[config.mk]
export PLATFORM = sky130hd
export DESIGN_NAME = pauc_cmd_core
export DESIGN_NICKNAME = d
export VERILOG_FILES = /design/src/pauc_pkg.sv /design/src/pauc_block_parser.sv /design/src/pauc_cmd_core.sv
export SDC_FILE = /design/constraint.sdc
export NUM_CORES = 1
export LEC_CHECK = 0
export ABC_AREA = 1
export BUFFER_PORTS_ARGS = -buffer_cell sky130_fd_sc_hd__buf_4
export CORE_UTILIZATION = 61
export CTS_CLUSTER_DIAMETER = 40
export CTS_CLUSTER_SIZE = 28
export DETAILED_ROUTE_END_ITERATION = 6
export GPL_TIMING_DRIVEN = 0
export PLACE_DENSITY = 0.87
export REMOVE_ABC_BUFFERS = 1
export SYNTH_ARGS = -nofsm -noshare
export SYNTH_HDL_FRONTEND = slang
export SYNTH_SLANG_ARGS = --single-unit
[constraint.sdc]
create_clock -name mclk -period 4.4 [get_ports mclk]
set_input_delay 0.22 -clock mclk [delete_from_list [all_inputs] [get_ports mclk]]
set_output_delay 0.22 -clock mclk [all_outputs]
set_load 0.005 [all_outputs]
[src/pauc_pkg.sv]
package pauc_pkg;
  localparam int        PAUC_MAX_DATA   = 63;  // Storage limit in bytes
  localparam int        PAUC_MAX_REPLY  = 64;  // Longest reply in characters
  localparam logic [7:0] PAUC_CH_HASH   = 8'h23;
  localparam logic [7:0] PAUC_CH_ZERO   = 8'h30;
  localparam logic [7:0] PAUC_CH_NINE   = 8'h39;
  localparam logic [7:0] PAUC_CH_LF     = 8'h0a;
  localparam logic [7:0] PAUC_LEN_DIGITS = 8'h02;  // Length digits in a data reply
  localparam logic [31:0] PAUC_PHASE_RST = 32'h0000_0000;  // Preset phase
  localparam logic [31:0] PAUC_CLK_RST   = 32'h0000_0000;  // Preset clock value
  localparam logic [3:0]  PAUC_UNIT_LEN  = 4'h3;           // Length of DEG
  localparam logic [7:0]  PAUC_CH_D      = 8'h44;
  localparam logic [7:0]  PAUC_CH_E      = 8'h45;
  localparam logic [7:0]  PAUC_CH_G      = 8'h47;
  localparam logic [7:0]  PAUC_CH_H      = 8'h48;
  localparam logic [7:0]  PAUC_CH_Z      = 8'h7a;

  // Commands already decoded from text by the front end
  typedef enum logic [2:0] {
    PAUC_CMD_PHASE_SET, PAUC_CMD_PHASE_QRY, PAUC_CMD_CLK_SET, PAUC_CMD_CLK_QRY,
    PAUC_CMD_PHASE_ZERO, PAUC_CMD_PRESET, PAUC_CMD_PUD_QRY, PAUC_CMD_NONE
  } pauc_cmd_type;

  // One decoded command with its numeric argument
  typedef struct packed {
    pauc_cmd_type cmd;
    logic [31:0]  value;  // Float bits of the argument
  } pauc_req_type;

  // One byte of the data stream with its end flag
  typedef struct packed {
    logic [7:0] data;
    logic       eoi;
  } pauc_byte_type;
endpackage

[src/pauc_block_parser.sv]
`timescale 1ns/1ps
// Parses the block header and payload of a user data write
module pauc_block_parser (
  input  wire logic                   mclk,
  input  wire logic                   rst,
  input  wire logic                   inValid,
  input  wire pauc_pkg::pauc_byte_type inByte,
  output logic                        dataValid,   // Payload byte strobe
  output logic [7:0]                  dataByte,
  output logic                        frameDone,   // Complete good frame
  output logic                        frameErr     // Header or length fault
);
  typedef enum {P_HASH, P_FORM, P_DIGITS, P_FIXED, P_OPEN, P_SKIP} pauc_pstate_type;

  pauc_pstate_type state_q, state_d;
  logic [3:0]  digLeft_q, digLeft_d;   // Count digits still to come
  logic [7:0]  count_q,   count_d;     // Bytes still to come or declared
  logic [7:0]  got_q,     got_d;       // Bytes received in open form
  logic        dv_d, fd_d, fe_d;
  logic [7:0]  db_d;
  logic [9:0]  countWide;              // Count before saturation, holds 64 * 10 + 9

  // Digit test shared by both header fields
  function automatic logic isDigit(input logic [7:0] c);
    return (c >= pauc_pkg::PAUC_CH_ZERO) && (c <= pauc_pkg::PAUC_CH_NINE);
  endfunction

  // Next state of the parser
  always_comb begin
    state_d = state_q;
    digLeft_d = digLeft_q;
    count_d = count_q;
    got_d = got_q;
    dv_d = 1'b0;
    fd_d = 1'b0;
    fe_d = 1'b0;
    db_d = inByte.data;
    countWide = 10'h000;
    if (inValid) begin
      unique case (state_q)
        P_HASH: begin
          if (inByte.data == pauc_pkg::PAUC_CH_HASH) begin
            state_d = P_FORM;
          end else begin
            fe_d = 1'b1;
            state_d = P_SKIP;
          end
        end
        P_FORM: begin
          count_d = 8'h00;
          got_d = 8'h00;
          if (inByte.data == pauc_pkg::PAUC_CH_ZERO) begin
            state_d = P_OPEN;
          end else if (isDigit(inByte.data)) begin
            digLeft_d = 4'(inByte.data - pauc_pkg::PAUC_CH_ZERO);
            state_d = P_DIGITS;
          end else begin
            fe_d = 1'b1;
            state_d = P_SKIP;
          end
        end
        P_DIGITS: begin
          // Saturate so very long counts are still caught as too long
          if (!isDigit(inByte.data)) begin
            fe_d = 1'b1;
            state_d = P_SKIP;
          end else begin
            // Wide sum so a long count can not wrap back into the legal range
            countWide = 10'(count_q) * 10'h00a + 10'(inByte.data - pauc_pkg::PAUC_CH_ZERO);
            count_d = (countWide > 10'(pauc_pkg::PAUC_MAX_DATA)) ?
                      8'(pauc_pkg::PAUC_MAX_DATA + 1) : countWide[7:0];
            digLeft_d = digLeft_q - 4'h1;
            if (digLeft_q == 4'h1) begin
              if (count_d > 8'(pauc_pkg::PAUC_MAX_DATA)) begin
                fe_d = 1'b1;
                state_d = P_SKIP;
              end else if (count_d == 8'h00) begin
                fd_d = 1'b1;
                state_d = P_HASH;
              end else begin
                state_d = P_FIXED;
              end
            end
          end
        end
        P_FIXED: begin
          dv_d = 1'b1;
          count_d = count_q - 8'h01;
          if (count_q == 8'h01) begin
            fd_d = 1'b1;
            state_d = P_HASH;
          end
        end
        P_OPEN: begin
          if (inByte.eoi && inByte.data == pauc_pkg::PAUC_CH_LF) begin
            fd_d = 1'b1;
            state_d = P_HASH;
          end else if (got_q == 8'(pauc_pkg::PAUC_MAX_DATA)) begin
            fe_d = 1'b1;
            state_d = inByte.eoi ? P_HASH : P_SKIP;
          end else begin
            dv_d = 1'b1;
            got_d = got_q + 8'h01;
          end
        end
        P_SKIP: begin
          // Drop the rest of a bad message up to its end
          if (inByte.eoi) begin
            state_d = P_HASH;
          end
        end
      endcase
    end
  end

  // Parser registers
  always_ff @(posedge mclk) begin
    if (rst) begin
      state_q <= P_HASH;
      digLeft_q <= 4'h0;
      count_q <= 8'h00;
      got_q <= 8'h00;
      dataValid <= 1'b0;
      dataByte <= 8'h00;
      frameDone <= 1'b0;
      frameErr <= 1'b0;
    end else begin
      state_q <= state_d;
      digLeft_q <= digLeft_d;
      count_q <= count_d;
      got_q <= got_d;
      dataValid <= dv_d;
      dataByte <= db_d;
      frameDone <= fd_d;
      frameErr <= fe_d;
    end
  end
endmodule

[src/pauc_cmd_core.sv]
`timescale 1ns/1ps
// Command core: phase settings, preset and protected user data store
module pauc_cmd_core (
  input  wire logic                    mclk,
  input  wire logic                    rst,
  input  wire logic                    reqValid,    // Decoded command strobe
  input  wire pauc_pkg::pauc_req_type  req,
  input  wire logic                    pudValid,    // User data write byte strobe
  input  wire pauc_pkg::pauc_byte_type pudByte,
  input  wire logic                    calSwitchPin, // Rear calibration switch
  input  wire logic                    sweepActive,  // Sweep running, same clock
  input  wire logic                    replyReady,
  output logic                         replyValid,
  output logic [7:0]                   replyText,   // Unit or block reply chars
  output logic [31:0]                  replyValue,  // Float value of a query
  output logic                         replyValueValid,
  output logic [31:0]                  phaseOut,    // Relative phase setting
  output logic [31:0]                  phaseClkOut, // Phase clock frequency
  output logic                         presetPulse, // Tells others to preset
  output logic                         cmdError,    // Refused or bad command
  output logic                         busy
);
  typedef enum {S_IDLE, S_UNIT, S_HDR, S_NDIG, S_LEN1, S_LEN2, S_DATA} pauc_rstate_type;

  logic [7:0]  mem [pauc_pkg::PAUC_MAX_DATA];  // Non volatile user data image
  logic [5:0]  len_q, len_d;                    // Stored byte count
  logic [5:0]  wptr_q, wptr_d;                  // Write pointer of a frame
  logic [5:0]  idx_q, idx_d;                    // Reply index
  logic [31:0] phase_q, phase_d;
  logic [31:0] clk_q, clk_d;
  logic        isHz_q, isHz_d;                  // Unit string selector
  pauc_rstate_type st_q, st_d;
  logic        calS1_q, calS2_q;                // Switch synchroniser
  logic        err_d, pre_d, vv_d;
  logic [31:0] rv_q, rv_d;
  logic        pDv, pDone, pErr;
  logic [7:0]  pByte;
  logic        wrOk;
  logic [7:0]  ch;

  // Header and payload parser for the write stream
  pauc_block_parser u_parser (
    .mclk      (mclk),
    .rst       (rst),
    .inValid   (pudValid),
    .inByte    (pudByte),
    .dataValid (pDv),
    .dataByte  (pByte),
    .frameDone (pDone),
    .frameErr  (pErr)
  );

  // Switch comes from a panel pin, so it is synchronised first
  always_ff @(posedge mclk) begin
    if (rst) begin
      calS1_q <= 1'b0;
      calS2_q <= 1'b0;
    end else begin
      calS1_q <= calSwitchPin;
      calS2_q <= calS1_q;
    end
  end

  assign wrOk = calS2_q;

  // Payload bytes go straight into mem; length commits only on a good end
  always_ff @(posedge mclk) begin
    if (pDv && wrOk && wptr_q < 6'(pauc_pkg::PAUC_MAX_DATA)) begin
      mem[wptr_q] <= pByte;
    end
  end

  // Character that the reply walk puts out
  always_comb begin
    ch = 8'h00;
    unique case (st_q)
      S_UNIT: begin
        if (isHz_q) begin
          ch = (idx_q == 6'h0) ? pauc_pkg::PAUC_CH_H : pauc_pkg::PAUC_CH_Z;
        end else begin
          ch = (idx_q == 6'h0) ? pauc_pkg::PAUC_CH_D :
               (idx_q == 6'h1) ? pauc_pkg::PAUC_CH_E : pauc_pkg::PAUC_CH_G;
        end
      end
      S_HDR:  ch = pauc_pkg::PAUC_CH_HASH;
      S_NDIG: ch = pauc_pkg::PAUC_CH_ZERO + pauc_pkg::PAUC_LEN_DIGITS;
      S_LEN1: ch = pauc_pkg::PAUC_CH_ZERO + 8'(len_q / 6'd10);
      S_LEN2: ch = pauc_pkg::PAUC_CH_ZERO + 8'(len_q % 6'd10);
      S_DATA: ch = mem[idx_q];
      S_IDLE: ch = 8'h00;
    endcase
  end

  assign replyValid = (st_q != S_IDLE);
  assign replyText = ch;
  assign busy = (st_q != S_IDLE);

  // Next values of settings, store and reply walk
  always_comb begin
    phase_d = phase_q;
    clk_d = clk_q;
    len_d = len_q;
    wptr_d = wptr_q;
    idx_d = idx_q;
    isHz_d = isHz_q;
    st_d = st_q;
    err_d = 1'b0;
    pre_d = 1'b0;
    vv_d = 1'b0;
    rv_d = rv_q;
    if (pDv && wrOk) begin
      wptr_d = wptr_q + 6'h1;
    end
    if (pDone) begin
      wptr_d = 6'h0;
      if (wrOk) begin
        len_d = wptr_q + (pDv ? 6'h1 : 6'h0);
      end else begin
        err_d = 1'b1;
      end
    end
    if (pErr) begin
      wptr_d = 6'h0;
      err_d = 1'b1;
    end
    if (reqValid && st_q == S_IDLE) begin
      unique case (req.cmd)
        pauc_pkg::PAUC_CMD_PHASE_SET: begin
          if (sweepActive) err_d = 1'b1;
          else phase_d = req.value;
        end
        pauc_pkg::PAUC_CMD_PHASE_ZERO: begin
          if (sweepActive) err_d = 1'b1;
          else phase_d = pauc_pkg::PAUC_PHASE_RST;
        end
        pauc_pkg::PAUC_CMD_CLK_SET: begin
          if (sweepActive || !wrOk) err_d = 1'b1;
          else clk_d = req.value;
        end
        pauc_pkg::PAUC_CMD_PHASE_QRY, pauc_pkg::PAUC_CMD_CLK_QRY: begin
          isHz_d = (req.cmd == pauc_pkg::PAUC_CMD_CLK_QRY);
          rv_d = isHz_d ? clk_q : phase_q;
          vv_d = 1'b1;
          idx_d = 6'h0;
          st_d = S_UNIT;
        end
        pauc_pkg::PAUC_CMD_PRESET: begin
          phase_d = pauc_pkg::PAUC_PHASE_RST;
          clk_d = pauc_pkg::PAUC_CLK_RST;
          pre_d = 1'b1;
        end
        pauc_pkg::PAUC_CMD_PUD_QRY: begin
          idx_d = 6'h0;
          st_d = S_HDR;
        end
        default: ;  // No command: an error flagged by the parser still stands
      endcase
    end
    if (replyReady && st_q != S_IDLE) begin
      unique case (st_q)
        S_UNIT: begin
          idx_d = idx_q + 6'h1;
          if (idx_q == (isHz_q ? 6'h1 : 6'(pauc_pkg::PAUC_UNIT_LEN - 4'h1))) st_d = S_IDLE;
        end
        // Hash, count digit, two length digits, data: a full 63 byte store
        // would run past 64 characters, so hosts keep stored data to 60 bytes
        S_HDR:  st_d = S_NDIG;
        S_NDIG: st_d = S_LEN1;
        S_LEN1: st_d = S_LEN2;
        S_LEN2: st_d = (len_q == 6'h0) ? S_IDLE : S_DATA;
        S_DATA: begin
          idx_d = idx_q + 6'h1;
          if (idx_q + 6'h1 == len_q) st_d = S_IDLE;
        end
        S_IDLE: st_d = S_IDLE;
      endcase
    end
  end

  // Header digit count: always two length digits
  // (hash, digit 2, two digits, data)

  // State registers
  always_ff @(posedge mclk) begin
    if (rst) begin
      phase_q <= pauc_pkg::PAUC_PHASE_RST;
      clk_q <= pauc_pkg::PAUC_CLK_RST;
      len_q <= 6'h0;
      wptr_q <= 6'h0;
      idx_q <= 6'h0;
      isHz_q <= 1'b0;
      st_q <= S_IDLE;
      rv_q <= 32'h0000_0000;
      replyValueValid <= 1'b0;
      presetPulse <= 1'b0;
      cmdError <= 1'b0;
    end else begin
      phase_q <= phase_d;
      clk_q <= clk_d;
      len_q <= len_d;
      wptr_q <= wptr_d;
      idx_q <= idx_d;
      isHz_q <= isHz_d;
      st_q <= st_d;
      rv_q <= rv_d;
      replyValueValid <= vv_d;
      presetPulse <= pre_d;
      cmdError <= err_d;
    end
  end

  assign replyValue = rv_q;
  assign phaseOut = phase_q;
  assign phaseClkOut = clk_q;
endmodule

Yosys cells after proc, flatten, opt, wreduce, memory -nomap -nowiden. Memory sizes are Yosys's and may differ from the RTL's. A register that Yosys moved wholly into a read port is not among the register bits. Index checks and enable logic that the tools add are counted.

$add $sub $neg: 11. Multipliers: 1. Divide/modulo/power cells: 2. Order comparisons: 5. Eq/ne operators: 38. Mux-type cells: 78. Bitwise operators: 2. Reduce and logical (&&, ||, !) cells: 36.

Operators with widths (count): 32-bit two-way mux (16); 32-bit one-hot mux with 7 select lines (1); 32-bit one-hot mux with 6 select lines (1); 32-bit by 3-bit == test with 1-bit output (second input constant) (5); 32-bit by 2-bit == test with 1-bit output (second input constant) (4); 32-bit one-hot mux with 2 select lines (2); 32-bit zero test (3); 32-bit one-hot mux with 3 select lines (1); 32-bit by 1-bit == test with 1-bit output (second input constant) (2); 8-bit one-hot mux with 7 select lines (1); 6-bit two-way mux (7); 8-bit two-way mux (4); 32-bit nonzero test (1); 1-bit two-way mux (27); 8-bit by 6-bit == test with 1-bit output (second input constant) (3); 8-bit one-hot mux with 3 select lines (1); 6-bit by 8-bit adder with 8-bit output (first input constant) (2); 8-bit one-hot mux with 2 select lines (1); 2-bit != test (second input constant) (7); 6-bit by 1-bit adder with 6-bit output (second input constant) (2); 6-bit zero test (2); 3-bit two-way mux (4); 4-bit two-way mux (3); 10-bit adder (1); other kinds (44) (72).

Register bits: 215. Memory bits (writable): 504. Memories: 1.

Memory list: mem (depth 63, width 8, rd ports 1, clocked after memory_dff 1, wr ports 1, RTL line pauc_cmd_core.sv:25) `logic [7:0] mem [pauc_pkg::PAUC_MAX_DATA];`.

Logic depth before layout (Yosys ltp).
Depth in word-level cells: 10. Mapped depth: 22. Depth with buffers taken out: 22.

Modules after synthesis. From an unflattened synthesis, not the netlist that was laid out.

Cells, all modules: 3046. Area total of the unflattened synthesis: 30693.2 um^2.

Modules (own cells, without submodules): pauc_cmd_core (times used 1, cells an instance 2637, area an instance 27951.8 um^2); pauc_block_parser (times used 1, cells an instance 409, area an instance 2741.4 um^2).

Worst setup path after synthesis. Ideal clock, no wire load.

Path type: flip-flop to flip-flop. Start: reg u_parser.count_q[3]. End: reg u_parser.state_q[0]. Setup time: 122 ps. Arrival time: 2923 ps. Slack: 1355 ps. Stages on the path, launching flop included: 21. Buffers on the path: 0. Cell sequence: dfxtp_1 ha_1 ha_1 nand2_1 inv_1 a21oi_1 xor2_1 inv_1 ha_1 nand2_1 inv_1 a21oi_1 nand2_1 nand2_1 nand2_1 nor2_1 nand2_1 nor2_1 nand3_1 o21ai_0 a21oi_1.

Longest elaborated chain between the ends: 10. Elaborated cells between the ends (all ways): 14. Classes of those cells: add/sub: 1; mul: 1; order compare: 2; eq/ne: 2; mux: 6; reduce/logical: 2.

RTL lines: start: declaration (RTL line pauc_block_parser.sv:17) `logic [7:0] count_q, count_d;`; start signal: assignment (RTL line pauc_block_parser.sv:130) `count_q <= count_d;`; branches (longest 10 deep; another with 10-bit adder); end signal: assignment (RTL line pauc_block_parser.sv:128) `state_q <= state_d;`; end: declaration (RTL line pauc_block_parser.sv:15) `pauc_pstate_type state_q, state_d;`.

Parallel ways; which one is timed is not known. The select of a mux whose other input is x is not followed. A chain may end at the register's enable or synchronous reset.

Final worst setup path.
Start: reg idx_q[3]. End: out replyText[0].

Longest elaborated chain between the ends: 4.

RTL lines: start: declaration (RTL line pauc_cmd_core.sv:28) `logic [5:0] idx_q, idx_d;`; start signal: assignment (RTL line pauc_cmd_core.sv:202) `idx_q <= idx_d;`; 6-bit zero test (RTL line pauc_cmd_core.sv:81) `ch = (idx_q == 6'h0) ? pauc_pkg::PAUC_CH_D :`; 2-bit two-way mux (RTL line pauc_cmd_core.sv:81); 6-bit two-way mux (RTL line pauc_cmd_core.sv:78) `if (isHz_q) begin`; 8-bit one-hot mux with 7 select lines (RTL line pauc_cmd_core.sv:76) `unique case (st_q)`; end: declaration (RTL line pauc_cmd_core.sv:14) `output logic [7:0] replyText,`.

No other way between the ends.

==> flow_summary.ini <==
[power]
p_clk_frac = 0.453
vdd_drop_max_v = 0.000302
p_switching_mw = 3.29
p_comb_frac = 0.044
p_leak_nw = 11.7
powerDensity_mw_per_mm2 = 413
seqPwrFrac = 0.502
internal-power_mw = 10.8
swShare = 0.233

[layout]
final_nets = 2990
final_cell_mix = 504 x edfxtp_1, 351 x nand2_1, 313 x nor2_1, 236 x inv_1, 204 x o21ai_0
final_common_cell = edfxtp_1
layoutNonFillerInstCount = 3570
n_fill_cell = 2820
postLayoutCoreUtil = 0.729
area_delta_synth_final_pct = 17.1
drive_above_1_share = 0.132

[timing]
tightest_slew_ns = 1.28
grt_setup_unrepaired = false
slew_headroom = 0.146
drv_slew = 0
holdWs_ns = 0.0347
finalSetupTns_ns = 0
period_share = 0.999
finalWorstPathRequiredPeriod_ns = 4.39
skew_ns = 0.0429
finalSetupViolations = 0
hold_viol_final = 0
fmax_ghz = 0.228

[route]
wl_mm = 83.7
vias_per_cell = 6.51
vias = 23200
first_pass_iters = 6
drcViolationCount = 0
ant_nets = 0
drtIter0Drc = 3317
routedWlPerCell_um = 23.4

[yosys]
synth_cells = 2736
yosysWarnings = 0
synth_ff_type = edfxtp_1
synth_sequential_area_ratio = 0.645
synth_area_mm2 = 0.0292
syn_area_per_cell_um2 = 10.7
synth.distinct_cells = 49
async_reset_ff_frac = 0
synth_seq_cells = 690
synth_edf_count = 504

[clock_tree]
clock_latency_ns = 0.63
clock_sinks = 690
cts-root-buf = clkbuf_16
cts_tree = done
ctsHtreeMaxLevel = 3
cts_made_buffers = 73
clkTransAtPathRegs_ns = 0.07
cts.path.max_buffers = 3

[setup_path]
reg2reg_to = u_parser.frameDone
critPathCaptureType = output pin
crit_top_cell = nand2_1
crit_chain = clkinvlp_4, buf_4, nand2_1, inv_1, nand2_1, a21oi_1, o21ai_0, nand3_1, nand2_1, nand3_1, nand2_1, nand2_1, nand4_1, buf_4
worstPathArrival_ns = 4.17
rr_worst_depth = 21
critical-path-max-stage-delay_ns = 0.95
endpoint = replyText[0]
reg2reg_from = u_parser.count_q[3]
cp_slowest_cell = dfxtp_2
criticalPathCategory = flop to output pin
cp-start-kind = flop
required_ns = 4.18
reg2reg_setup_slack_ns = 0.77
crit_start = idx_q[3]
cp_max_fo = 31

[place]
gp_congestion = 0.940
dp_cells = 3370
port-buffer-count = 159
dp_hpwl_mm = 46.4

[min_path]
hp-start = replyReady
worstHoldPathType = input port to flop

[global_routing]
grt_overflow_total = 0
grt_max_degree = 141
grt_pass1_wl_mm = 128
gr-usage-all-layers = 0.336
grt_pass1_vias = 23200
antenna_found_initial = 1

[run]
drv_cap = 0

[floorplanning]
initial_core_util = 0.623
die_area_mm2 = 0.0488
ios = 160
dieWidth_um = 221
core-area_mm2 = 0.0470
num_rows = 79
fp.dieH_um = 221

[run_status]
status = completed
[area by class of cell]
type / count / area (µm²) / area share
Clock inverter: 54 / 576 / 0.0168
Clock buffer: 81 / 1980 / 0.0580
Tap cell: 607 / 759 / 0.0222
Timing Repair inverter: 3 / 22.5 / 0.000658
Antenna cell: 1 / 2.50 / 0.0000731
Timing Repair Buffer: 236 / 2240 / 0.0653
Inverter: 262 / 1020 / 0.0299
Sequential cell: 690 / 18900 / 0.551
Multi-Input combinational cell: 1636 / 8760 / 0.256
[power groups by stage]
| stage | registers, mW | logic (mW) | clock network, mW |
|---|---|---|---|
| 6_report | 7.10 | 0.626 | 6.41 |
| 5_1_grt | 7.10 | 0.671 | 6.65 |
| 4_1_cts | 7.10 | 0.598 | 6.41 |
| 3_5_place_dp | 7.24 | 0.553 | 0 |
| 3_3_place_gp | 7.29 | 0.462 | 0 |
| 2_1_floorplan | 7.25 | 0.241 | 0 |
[worst min path at each step]
stage	to	depth (start not counted)
finish	st_q[5]	4
global route	st_q[18]	3
CTS	st_q[5]	4
detailed placement	calS2_q	2
global placement	calS2_q	2
floorplan	cmdError	1
[synth_stat cells, drive strengths merged, types with 15 or more instances]
cell / count / area (µm²)
o21ai: 228 / 1150
a21oi: 148 / 744
nand3: 119 / 611
nor3: 24 / 135
a221oi: 16 / 140
inv: 260 / 976
nand4: 32 / 206
dfxtp: 186 / 3720
o211ai: 45 / 338
ha: 35 / 438
o2111ai: 25 / 219
edfxtp: 504 / 15100
a22oi: 63 / 473
a211oi: 164 / 1230
nand2: 363 / 1400
xor2: 15 / 131
buf: 66 / 339
clkbuf: 82 / 309
nor2: 317 / 1200
[routing by layer]
metal	global-route usage	vias up	part of all wire	routed length [µm]
li1	-	10100	-	-
met1	0.413	10900	0.34	28800
met2	0.550	1795	0.47	39600
met3	0.0848	382	0.13	10800
met4	0.174	4	0.053	4410
met5	0.00684	-	0.00072	60
[critical path, delay by kind of cell, from the launching register on]
family          cells  cell delay, ns
buf+inv             4            1.19
compound gates      2            0.25
simple gates        8            1.15
flops               1            0.95
[sequential cells by signal, summed over array words and instances (netlist names), 3 cells and up]
register	cells
replyValue	32
st_q	32
mem	504
u_parser.state_q	3
wptr_q	6
u_parser.got_q	8
len_q	6
phaseOut	32
idx_q	6
u_parser.digLeft_q	4
u_parser.dataByte	8
u_parser.count_q	8
phaseClkOut	32
[per-stage QoR]
stage	instance area, µm²	setup WS [ns]	total power, mW
finish	34200	0.00639	14.1
global route	34200	0.00828	14.4
CTS	34200	0.0670	14.1
detailed placement	30900	-0.264	7.79
global placement	30500	-6.32	7.75
floorplan	28600	-0.904	7.49
[kinds of logic after synthesis]
group	Yosys count	synth area share
simple gates	871	0.125
compound gates	707	0.151
flops	690	0.645
buf+inv	410	0.0558
fa+ha+maj	37	0.0164
xor+xnor	20	0.00599
other cells	1	0.000128
[timing repair]
item,4_1_cts,5_1_grt
hold endpoints to repair,91,0
resized for setup,8,5
gates cloned,4,1
pin swaps,0,0
buffers inserted,5,3
endpoints found under the setup margin,8,8
hold buffers,50,0
Power figures use the tool's default switching activity.
